===== config.mk =====
export PLATFORM = sky130hd
export DESIGN_NAME = iomc_interp
export DESIGN_NICKNAME = d
export VERILOG_FILES = /design/src/iomc_pkg.sv /design/src/iomc_interp.sv
export SDC_FILE = /design/constraint.sdc
export NUM_CORES = 1
export LEC_CHECK = 0
export BUFFER_PORTS_ARGS = -buffer_cell sky130_fd_sc_hd__buf_2
export CAP_MARGIN = 20
export CORE_MARGIN = 2
export CORE_UTILIZATION = 40
export DETAILED_ROUTE_END_ITERATION = 16
export PLACE_DENSITY = 0.6
export SLEW_MARGIN = 10
export SYNTH_ARGS = -nofsm -noshare
export SYNTH_HDL_FRONTEND = slang
export SYNTH_SLANG_ARGS = --single-unit

===== constraint.sdc =====
create_clock -name sys_clk -period 2.1 [get_ports sys_clk]
set_input_delay 0.21 -clock sys_clk [delete_from_list [all_inputs] [get_ports sys_clk]]
set_output_delay 0.21 -clock sys_clk [all_outputs]
set_load 0.1 [all_outputs]

===== src/iomc_pkg.sv =====
package iomc_pkg;
	// register word addresses of the command block
	localparam logic [15:0] ADDR_CMD_CODE    = 16'h1F3F;
	localparam logic [15:0] ADDR_PARAM_COUNT = 16'h1F40;
	localparam logic [15:0] ADDR_DEST        = 16'h1F41;
	localparam logic [15:0] ADDR_SEC_TYPE    = 16'h1F42;
	localparam logic [15:0] ADDR_PWD_HI      = 16'h1F43;
	localparam logic [15:0] ADDR_PWD_LO      = 16'h1F44;
	localparam logic [15:0] ADDR_PARAM_ONE   = 16'h1F45;
	localparam logic [15:0] ADDR_PARAM_TWO   = 16'h1F46;
	localparam logic [15:0] ADDR_LAST_CODE   = 16'h1F53;
	localparam logic [15:0] ADDR_STATUS      = 16'h1F54;
	// command codes
	localparam logic [15:0] CMD_SET_OUTPUT   = 16'h0688;
	localparam logic [15:0] CMD_RESET_ALARMS = 16'hA08B;
	localparam logic [15:0] CMD_SIMPLE_EN    = 16'hA08C;
	localparam logic [15:0] CMD_ACK_LATCH    = 16'hA08E;
	localparam logic [15:0] CMD_GET_EVENTS   = 16'hC580;
	localparam logic [15:0] CMD_PRESET_CRADLE = 16'hA188;
	localparam logic [15:0] CMD_PRESET_GREASE = 16'hA189;
	localparam logic [15:0] CMD_LIGHT        = 16'hA488;
	localparam logic [15:0] CMD_LOAD         = 16'hA588;
	localparam logic [15:0] CMD_PRESET_PULSE = 16'hA788;
	localparam logic [15:0] CMD_PRESET_TEMP  = 16'hA789;
	// parameter byte counts
	localparam logic [15:0] CNT_SET_OUTPUT   = 16'h000D;
	localparam logic [15:0] CNT_RESET_ALARMS = 16'h000A;
	localparam logic [15:0] CNT_SIMPLE_EN    = 16'h000B;
	localparam logic [15:0] CNT_ACK_LATCH    = 16'h000B;
	localparam logic [15:0] CNT_GET_EVENTS   = 16'h001B;
	// encodings
	localparam logic [15:0] SEC_PASSWORD     = 16'h0001;
	localparam logic [15:0] SEC_NONE         = 16'h0000;
	localparam logic [15:0] VAL_OFF          = 16'h0000;
	localparam logic [15:0] VAL_ON           = 16'h0100;
	localparam logic [15:0] DEST_MODULE_ONE  = 16'h2001;
	localparam logic [15:0] DEST_MODULE_TWO  = 16'h2101;
	localparam logic [7:0]  ACK_ALL          = 8'hFF;
	localparam int          NUM_OUTPUTS      = 3;
	// application bit positions in app_enabled
	localparam int APP_CRADLE = 0;
	localparam int APP_LIGHT  = 1;
	localparam int APP_LOAD   = 2;
	localparam int APP_PULSE  = 3;
	localparam int APP_COOL   = 4;
	localparam int NUM_APPS   = 5;
	// generic status codes (arbitrary values in the shared error set)
	localparam logic [15:0] ST_OK            = 16'h0000;
	localparam logic [15:0] ST_BAD_CODE      = 16'h0001;
	localparam logic [15:0] ST_BAD_COUNT     = 16'h0002;
	localparam logic [15:0] ST_BAD_PARAM     = 16'h0003;
	localparam logic [15:0] ST_BAD_PASSWORD  = 16'h0004;
	localparam logic [15:0] ST_APP_OFF       = 16'h0005;
	localparam logic [15:0] ST_NOT_ASSIGNED  = 16'h0006;
	localparam logic [15:0] ST_BAD_DEST      = 16'h0007;
	// reset values
	localparam logic [15:0] RST_WORD         = 16'h0000;
	localparam logic        RST_SIMPLE_EN    = 1'b1;

	typedef enum logic [1:0] {IOMC_IDLE, IOMC_CHECK, IOMC_EXEC} iomc_state_t;
endpackage


===== src/iomc_interp.sv =====
`timescale 1ns/1ps
// Notes on behaviour
// - generic always; application needs configured application
// - output change: code 1672, count 13
// - output selector 1..3, else invalid
// - value 0x0000 off, 0x0100 on
// - only user-defined outputs may be changed
// - alarm reset: code 41099, count 10
// - simple enable: code 41100, count 11
// - enable word high byte 0/1, low zero
// - latch acknowledge: code 41102, count 11
// - acknowledge destination 0x2001 or 0x2101
// - acknowledge byte 1..3 or 0xFF, low zero
// - protected commands: security type 1, valid password
// - get events needs no password
// - application command codes recognised
// - failures use generic error codes only
// - write back last code and status
module iomc_interp
	import iomc_pkg::*;
(
	input  wire logic                      sys_clk,
	input  wire logic                      srst,
	input  wire logic                      reg_wr,
	input  wire logic                      reg_rd,
	input  wire logic [15:0]               reg_addr,
	input  wire logic [15:0]               reg_wdata,
	input  wire logic                      cmd_go,
	input  wire logic [31:0]               admin_password,
	input  wire logic [31:0]               operator_password,
	input  wire logic [15:0]               module_dest,
	input  wire logic [iomc_pkg::NUM_APPS-1:0]    app_enabled,
	input  wire logic [iomc_pkg::NUM_OUTPUTS-1:0] user_output_mask,
	output logic [15:0]                    reg_rdata,
	output logic                           cmd_done,
	output logic [iomc_pkg::NUM_OUTPUTS-1:0] user_out,
	output logic                           alarm_reset,
	output logic                           simple_cmd_en,
	output logic [iomc_pkg::NUM_OUTPUTS-1:0] unlatch,
	output logic                           app_cmd,
	output logic                           events_req
);
	import iomc_pkg::*;

	logic [15:0]  code_r;
	logic [15:0]  count_r;
	logic [15:0]  dest_r;
	logic [15:0]  sec_r;
	logic [31:0]  pwd_r;
	logic [15:0]  p1_r;
	logic [15:0]  p2_r;
	logic [15:0]  last_code_r;
	logic [15:0]  status_r;
	logic [15:0]  status_nxt;
	logic [iomc_pkg::NUM_OUTPUTS-1:0] out_hot;
	iomc_state_t  state_r;

	// password check shared by all protected commands
	function automatic logic pwd_ok(input logic [15:0] sec, input logic [31:0] pwd,
		input logic [31:0] adm, input logic [31:0] opr);
		pwd_ok = (sec == SEC_PASSWORD) && ((pwd == adm) || (pwd == opr));
	endfunction

	function automatic logic [NUM_OUTPUTS-1:0] one_hot(input logic [7:0] sel);
		logic [NUM_OUTPUTS-1:0] v;
		v = '0;
		for (int i = 0; i < NUM_OUTPUTS; i++) begin
			if (sel == 8'(i + 1)) begin
				v[i] = 1'b1;
			end
		end
		one_hot = v;
	endfunction

	// selected output as a mask; a select on a call result is not legal
	assign out_hot = one_hot(p1_r[7:0]);

	// register writes from the master; block is locked while a command runs
	always_ff @(posedge sys_clk) begin
		if (srst) begin
			code_r  <= RST_WORD;
			count_r <= RST_WORD;
			dest_r  <= RST_WORD;
			sec_r   <= RST_WORD;
			pwd_r   <= '0;
			p1_r    <= RST_WORD;
			p2_r    <= RST_WORD;
		end else if (reg_wr && state_r == IOMC_IDLE) begin
			case (reg_addr)
				ADDR_CMD_CODE:    code_r  <= reg_wdata;
				ADDR_PARAM_COUNT: count_r <= reg_wdata;
				ADDR_DEST:        dest_r  <= reg_wdata;
				ADDR_SEC_TYPE:    sec_r   <= reg_wdata;
				ADDR_PWD_HI:      pwd_r[31:16] <= reg_wdata;
				ADDR_PWD_LO:      pwd_r[15:0]  <= reg_wdata;
				ADDR_PARAM_ONE:   p1_r    <= reg_wdata;
				ADDR_PARAM_TWO:   p2_r    <= reg_wdata;
				default: begin
				end
			endcase
		end
	end

	// read data, one cycle after reg_rd; unmapped reads as zero
	always_ff @(posedge sys_clk) begin
		if (srst) begin
			reg_rdata <= RST_WORD;
		end else if (reg_rd) begin
			case (reg_addr)
				ADDR_CMD_CODE:    reg_rdata <= code_r;
				ADDR_PARAM_COUNT: reg_rdata <= count_r;
				ADDR_DEST:        reg_rdata <= dest_r;
				ADDR_SEC_TYPE:    reg_rdata <= sec_r;
				ADDR_PWD_HI:      reg_rdata <= pwd_r[31:16];
				ADDR_PWD_LO:      reg_rdata <= pwd_r[15:0];
				ADDR_PARAM_ONE:   reg_rdata <= p1_r;
				ADDR_PARAM_TWO:   reg_rdata <= p2_r;
				ADDR_LAST_CODE:   reg_rdata <= last_code_r;
				ADDR_STATUS:      reg_rdata <= status_r;
				default:          reg_rdata <= RST_WORD;
			endcase
		end
	end

	// command checking; first failing check gives the status
	always_comb begin
		logic app_ok;
		logic prot_ok;
		app_ok  = 1'b0;
		prot_ok = pwd_ok(sec_r, pwd_r, admin_password, operator_password);
		status_nxt = ST_OK;
		case (code_r)
			CMD_SET_OUTPUT: begin
				if (count_r != CNT_SET_OUTPUT) begin
					status_nxt = ST_BAD_COUNT;
				end else if (!prot_ok) begin
					status_nxt = ST_BAD_PASSWORD;
				end else if (p1_r < 16'h0001 || p1_r > 16'(NUM_OUTPUTS)) begin
					status_nxt = ST_BAD_PARAM;
				end else if (p2_r != VAL_OFF && p2_r != VAL_ON) begin
					status_nxt = ST_BAD_PARAM;
				end else if ((one_hot(p1_r[7:0]) & user_output_mask) == '0) begin
					status_nxt = ST_NOT_ASSIGNED;
				end
			end
			CMD_RESET_ALARMS: begin
				if (count_r != CNT_RESET_ALARMS) begin
					status_nxt = ST_BAD_COUNT;
				end else if (!prot_ok) begin
					status_nxt = ST_BAD_PASSWORD;
				end
			end
			CMD_SIMPLE_EN: begin
				if (count_r != CNT_SIMPLE_EN) begin
					status_nxt = ST_BAD_COUNT;
				end else if (!prot_ok) begin
					status_nxt = ST_BAD_PASSWORD;
				end else if (p1_r[15:8] > 8'h01 || p1_r[7:0] != 8'h00) begin
					status_nxt = ST_BAD_PARAM;
				end
			end
			CMD_ACK_LATCH: begin
				if (count_r != CNT_ACK_LATCH) begin
					status_nxt = ST_BAD_COUNT;
				end else if ((dest_r != DEST_MODULE_ONE && dest_r != DEST_MODULE_TWO)
					|| dest_r != module_dest) begin
					status_nxt = ST_BAD_DEST;
				end else if (!prot_ok) begin
					status_nxt = ST_BAD_PASSWORD;
				end else if (p1_r[7:0] != 8'h00 || !(p1_r[15:8] == ACK_ALL
					|| (p1_r[15:8] >= 8'h01 && p1_r[15:8] <= 8'(NUM_OUTPUTS)))) begin
					status_nxt = ST_BAD_PARAM;
				end
			end
			CMD_GET_EVENTS: begin
				if (count_r != CNT_GET_EVENTS) begin
					status_nxt = ST_BAD_COUNT;
				end else if (sec_r != SEC_NONE) begin
					status_nxt = ST_BAD_PARAM;
				end
			end
			CMD_PRESET_CRADLE, CMD_PRESET_GREASE, CMD_LIGHT, CMD_LOAD,
			CMD_PRESET_PULSE, CMD_PRESET_TEMP: begin
				case (code_r)
					CMD_LIGHT:        app_ok = app_enabled[APP_LIGHT];
					CMD_LOAD:         app_ok = app_enabled[APP_LOAD];
					CMD_PRESET_PULSE: app_ok = app_enabled[APP_PULSE];
					CMD_PRESET_TEMP:  app_ok = app_enabled[APP_COOL];
					default:          app_ok = app_enabled[APP_CRADLE];
				endcase
				if (!app_ok) begin
					status_nxt = ST_APP_OFF;
				end else if (!prot_ok) begin
					status_nxt = ST_BAD_PASSWORD;
				end
			end
			default: status_nxt = ST_BAD_CODE;
		endcase
	end

	// sequencing: go, check, execute
	always_ff @(posedge sys_clk) begin
		if (srst) begin
			state_r <= IOMC_IDLE;
		end else begin
			case (state_r)
				IOMC_IDLE:  state_r <= cmd_go ? IOMC_CHECK : IOMC_IDLE;
				IOMC_CHECK: state_r <= IOMC_EXEC;
				IOMC_EXEC:  state_r <= IOMC_IDLE;
				default:    state_r <= IOMC_IDLE;
			endcase
		end
	end

	// status write-back, latched in the check cycle so exec sees a stable value
	always_ff @(posedge sys_clk) begin
		if (srst) begin
			last_code_r <= RST_WORD;
			status_r    <= ST_OK;
			cmd_done    <= 1'b0;
		end else begin
			cmd_done <= (state_r == IOMC_EXEC);
			if (state_r == IOMC_CHECK) begin
				last_code_r <= code_r;
				status_r    <= status_nxt;
			end
		end
	end

	// effects of a successful command
	always_ff @(posedge sys_clk) begin
		if (srst) begin
			user_out      <= '0;
			alarm_reset   <= 1'b0;
			simple_cmd_en <= RST_SIMPLE_EN;
			unlatch       <= '0;
			app_cmd       <= 1'b0;
			events_req    <= 1'b0;
		end else begin
			alarm_reset <= 1'b0;
			unlatch     <= '0;
			app_cmd     <= 1'b0;
			events_req  <= 1'b0;
			if (state_r == IOMC_EXEC && status_r == ST_OK) begin
				case (code_r)
					CMD_SET_OUTPUT: begin
						for (int i = 0; i < NUM_OUTPUTS; i++) begin
							if (out_hot[i]) begin
								user_out[i] <= (p2_r == VAL_ON);
							end
						end
					end
					CMD_RESET_ALARMS: alarm_reset <= 1'b1;
					CMD_SIMPLE_EN:    simple_cmd_en <= p1_r[8];
					CMD_ACK_LATCH: begin
						if (p1_r[15:8] == ACK_ALL) begin
							unlatch <= '1;
						end else begin
							unlatch <= one_hot(p1_r[15:8]);
						end
					end
					CMD_GET_EVENTS:   events_req <= 1'b1;
					default:          app_cmd <= 1'b1;
				endcase
			end
		end
	end
endmodule


---- Word-level counts from Yosys, hierarchy flattened ----
Cells that the tools add are included.
storage, ports and cells
  output and inout bits ................... 27
  memories ................................ 0
  bits in latches ......................... 0
  bits in writable memories ............... 0
  ROM bits ................................ 0
  bits of input ports ..................... 125
  word-level logic and storage cells ...... 154
  register bits ........................... 189
operators by class
  equal/unequal tests ..................... 42
  bitwise operators ....................... 3
  div/mod/pow operators ................... 0
  magnitude comparators ................... 5
  shift operators ......................... 0
  reduce and logical (&&, ||, !) cells .... 35
  multiplexer cells ....................... 48
  multiply operators ...................... 0
  add/subtract/negate cells ............... 0
operator list
  kind                    number
  $eq A16 B13 Y1 const B  10
  $eq A16 B16 Y1 const B  10
  $pmux W16 S10           1
  $pmux W16 S6            1
  $eq A32 B32 Y1          2
  $ne A16 B4 Y1 const B   3
  $mux W3                 13
  $eq A8 B2 Y1 const B    4
  $ne A16 B14 Y1 const B  2
  $reduce_bool A16 Y1     2
  $mux W1                 26
  $reduce_and A2 Y1       9
  $eq A16 B1 Y1 const B   1
  $eq A16 B11 Y1 const B  1
  $eq A16 B9 Y1 const B   1
  $eq A8 B1 Y1 const B    2
  $gt A16 B2 Y1 const B   1
  $logic_not A16 Y1       1
  $lt A16 B1 Y1 const B   1
  $mux W16                1
  $ne A16 B16 Y1          1
  $ne A16 B5 Y1 const B   1
  $ne A16 B9 Y1 const B   1
  $reduce_and A3 Y1       3
  other kinds (21)        35

---- Depth between registers and ports, before layout ----
  word-level depth ........................ 15
  mapped depth ............................ 9

---- Worst setup path after synthesis ----
No wires, ideal clock.
  kind .................................... input to register
  start ................................... input reg_addr[13]
  end ..................................... register count_r[5]
  stages on the path ...................... 9
  path slack .............................. -0.086 ns
  required time ........................... 1.968 ns
  data arrival time ....................... 2.054 ns
  path buffers ............................ 3
  path through ............................ nor4b_2 and4_1 or4b_1 buf_2 or3_1 buf_2 buf_6 nand2_1 a21oi_1
on the way
  cells in the longest elaborated chain, start to end .. 2
RTL lines
  item                                RTL line           source
  start, declared                     iomc_interp.sv:26  input wire logic [15:0] reg_addr,
  $eq A16 B13 Y1                      iomc_interp.sv:89  case (reg_addr)
  $reduce_and A2 Y1 (no source line)  n/a
  end signal, assigned                iomc_interp.sv:91  ADDR_PARAM_COUNT: count_r <= reg_wdata;
  end, declared                       iomc_interp.sv:46  logic [15:0] count_r;
Every way passes these cells.
A chain may end at the register's enable or synchronous reset.

---- Final worst setup path ----
  start ................................... register state_r[1]
  end ..................................... register count_r[12]
on the way
  cells in the longest elaborated chain, start to end .. 3
RTL lines
  item                                RTL line            source
  start, declared                     iomc_interp.sv:56   iomc_state_t state_r;
  start signal, assigned              iomc_interp.sv:207  IOMC_IDLE: state_r <= cmd_go ? IOMC_CHECK : IOMC_IDLE;
  $logic_not A2 Y1                    iomc_interp.sv:88   end else if (reg_wr && state_r == IOMC_IDLE) begin
  $logic_and A1 B1 Y1                 iomc_interp.sv:88
  $reduce_and A2 Y1 (no source line)  n/a
Every way passes these cells.

==> impl_metrics.json <==
{
  "postLayoutSetupSlackWorst_ps": 109,
  "maxClockFrequency_mhz": 502,
  "place_ws_ps": -150,
  "holdBufCountCts": 0,
  "power_leakage_uw": 0.00447,
  "highest_layer": "met4",
  "initial_core_util": 0.405,
  "routed_wirelength_um": 35700,
  "avgRoutedWirePerCell_um": 21.2,
  "report.final.hold_viol_count": 0,
  "global_route.usage.total": 0.299,
  "grt-ovfl-total": 0,
  "crit_required_ps": 2390,
  "final_max_slew_viol_count": 0,
  "mostFrequentLayoutCell": "sky130_fd_sc_hd__nand2_1",
  "cts_tree": "built",
  "detailroute.wirelength.met2_um": 16100,
  "max-slew-margin-rel": 0.494,
  "tritoncts_num_sinks": 176,
  "diodes": 0,
  "drt-initial-drc-count": 1130,
  "postSynth.asyncResetShare": 0,
  "critical_path.cell_chain": "nor2_1 > nand2_1 > or4b_4 > or3_1 > buf_4 > nand2_1 > a21oi_1",
  "ioPinCount": 152,
  "synthDominantCellAreaShare": 0.388,
  "seq_area_frac_synth": 0.388,
  "syn-cell-area_mm2": 0.00909,
  "antenna_found_initial": 0,
  "clockBufferDepth": 2,
  "critPathSlowestCell": "sky130_fd_sc_hd__or4b_4",
  "grt_start_max_net_pins": 154,
  "clk_transition_reported_paths_ps": 70,
  "critical_path.max_fanout": 16,
  "max_stage_delay_ps": 550,
  "setup_viol": 0,
  "vias_per_cell": 5.73,
  "rows": 55,
  "yosysWarningCount": 0,
  "number_of_levels_in_the_clock_h_tree": 4,
  "antenna_violating_nets_post_route": 0,
  "finClkSkew_ps": 15.4,
  "clock_insertion_delay_worst_skew_ps": 440,
  "place.gp.congestion": 0.962,
  "r2r_slack_ps": 110,
  "netlist.top_cell.by_area": "sky130_fd_sc_hd__dfxtp_1",
  "port_buffers": 151,
  "vias": 9632,
  "routed-wl-met3_um": 3230,
  "path_class": "register to register",
  "synth.ff_latch_count": 176,
  "yosys_most_used_dff": "sky130_fd_sc_hd__dfxtp_1",
  "post-route-drc-count": 0,
  "cp_common_cell": "sky130_fd_sc_hd__nand2_1",
  "syn_nets": 1301,
  "syn_avg_cell_area_um2": 7.73,
  "dieHeight_um": 155,
  "drt_first_pass_iters": 6,
  "hold_path.class": "input pin to register",
  "layout.filler_cells": 2203,
  "arrival_ps": 2280,
  "die_area_mm2": 0.0239,
  "drive_above_1_share": 0.252,
  "worstSetupStartpointType": "register",
  "layout.area.seq_mm2": 0.00352,
  "grt_pass1_wl_um": 53600,
  "design_area_mm2": 0.0116,
  "area_growth_pct": 27.8,
  "setup_total_negative_slack_ps": 0,
  "final.period_utilization": 0.948,
  "setup.worst_path.end_class": "register",
  "buffer_cell_driving_the_clock_tree_root": "sky130_fd_sc_hd__clkbuf_16",
  "rsz0062_at_grt": "no",
  "place_inst": 1646,
  "total_nets_final": 1507,
  "final_cell_count_no_fill": 1680,
  "number_of_clock_buffers_inserted_by_tritoncts": 17,
  "fp.coreArea_mm2": 0.0224,
  "dpl-instance-area_mm2": 0.0109,
  "ys_types": 64,
  "most-common-layout-cells": "sky130_fd_sc_hd__nand2_1 (316), sky130_fd_sc_hd__dfxtp_1 (175), sky130_fd_sc_hd__a21oi_1 (167), sky130_fd_sc_hd__buf_2 (150), sky130_fd_sc_hd__buf_4 (113)",
  "synth_top_cells_by_area": "sky130_fd_sc_hd__dfxtp_1 (39%), sky130_fd_sc_hd__nand2_1 (13%), sky130_fd_sc_hd__a21oi_1 (9.2%)",
  "m1WireLength_um": 15100,
  "min_period_ps": 1990,
  "die_w_um": 155,
  "place_hpwl_um": 26800,
  "peakVddDrop_v": 0.000651,
  "post_synth_inst_count": 1176,
  "outcome": "complete, no violations",
  "drv_cap": 0,
  "power-per-cell-area_mw_per_mm2": 625,
  "synth-edff-count": 0,
  "first_global_vias": 8924,
  "tightest_slew_ps": 759,
  "multiInputGateArea_mm2": 0.00530
}
where the power goes:
| part | internal (uW) | switching [uW] |
|---|---|---|
| Combinational | 206 | 360 |
| Sequential | 3340 | 2.38 |
| Clock | 1900 | 1450 |
| Total | 5450 | 1820 |
worst max-delay path, delay by kind of cell (launching register included):
family / cells / cell delay, ps
compound gates: 1 / 60
buf+inv: 1 / 210
simple gates: 5 / 1250
flops: 1 / 310
cell families (layout without fill, tap and decap cells):
group | after synthesis | in the layout | synth area share
AND/OR/NAND/NOR | 548 | 548 | 0.282
multiplexers | 39 | 39 | 0.0599
flip-flops | 176 | 176 | 0.388
buffers and inverters | 96 | 315 | 0.0441
XOR/XNOR | 74 | 74 | 0.0713
AO/OA/AOI/OAI | 243 | 243 | 0.155
per-stage QoR:
step / hold WS, ps / util / total power, uW
floorplan: 327 / - / 3680
global placement: 433 / 0.484 / 3970
detailed placement: 440 / 0.484 / 3970
CTS: 22.6 / 0.512 / 7290
global route: 35.4 / 0.518 / 7470
finish: 29.7 / 0.518 / 7260
worst paths after layout:
| path | from | endpoint | depth (start not counted) |
|---|---|---|---|
| hold reg to reg | reg_rdata[10] | reg_rdata[10] | 2 |
| hold / removal | cmd_go | state_r[0] | 2 |
| setup / recovery | state_r[1] | count_r[12] | 7 |
| setup reg to reg | state_r[1] | count_r[12] | 7 |
state kept, by name, indices dropped and copies added (netlist names):
name           flops
last_code_r       16
unlatch            3
cmd_done           1
p1_r              16
user_out           3
alarm_reset        1
dest_r            16
p2_r              16
count_r           16
app_cmd            1
simple_cmd_en      1
pwd_r             32
state_r            2
status_r           3
sec_r             16
reg_rdata         16
events_req         1
code_r            16
synthesized netlist by cell type, types with 7 or more instances:
cell and count:
sky130_fd_sc_hd__o21ai_0 20, sky130_fd_sc_hd__nor3b_1 8, sky130_fd_sc_hd__a221oi_1 7, sky130_fd_sc_hd__mux2i_1 24, sky130_fd_sc_hd__inv_1 11, sky130_fd_sc_hd__nand2_1 317
sky130_fd_sc_hd__a222oi_1 9, sky130_fd_sc_hd__a21oi_1 167, sky130_fd_sc_hd__nand2b_1 8, sky130_fd_sc_hd__mux4_2 12, sky130_fd_sc_hd__or3_1 7, sky130_fd_sc_hd__buf_2 23
sky130_fd_sc_hd__nor4_1 37, sky130_fd_sc_hd__xnor2_1 10, sky130_fd_sc_hd__xor2_1 64, sky130_fd_sc_hd__nand4_1 17, sky130_fd_sc_hd__dfxtp_1 176, sky130_fd_sc_hd__nor2_1 55
sky130_fd_sc_hd__nand3_1 16, sky130_fd_sc_hd__clkbuf_1 55, sky130_fd_sc_hd__nor3_1 29
metal layers:
layer | track usage | vias to the layer above
li1 | - | 4517
met1 | 0.413 | 4558
met2 | 0.467 | 503
met3 | 0.0521 | 54
met4 | 0.117 | 0
met5 | 0 | -
repair_timing:
action	in CTS	in global routing
buffers inserted	0	2
setup endpoints to repair	3	26
pin swaps	0	4
gates resized for setup	3	19
area by class of cell:
type                    instances  share of cell area
multi-input cells             904               0.456
flip-flops and latches        176               0.303
clock buffers                  19              0.0373
clock inverters                13              0.0154
well taps                     285              0.0307
inverters                      11             0.00356
repair buffers                272               0.153
Power figures use the tool's default switching activity.
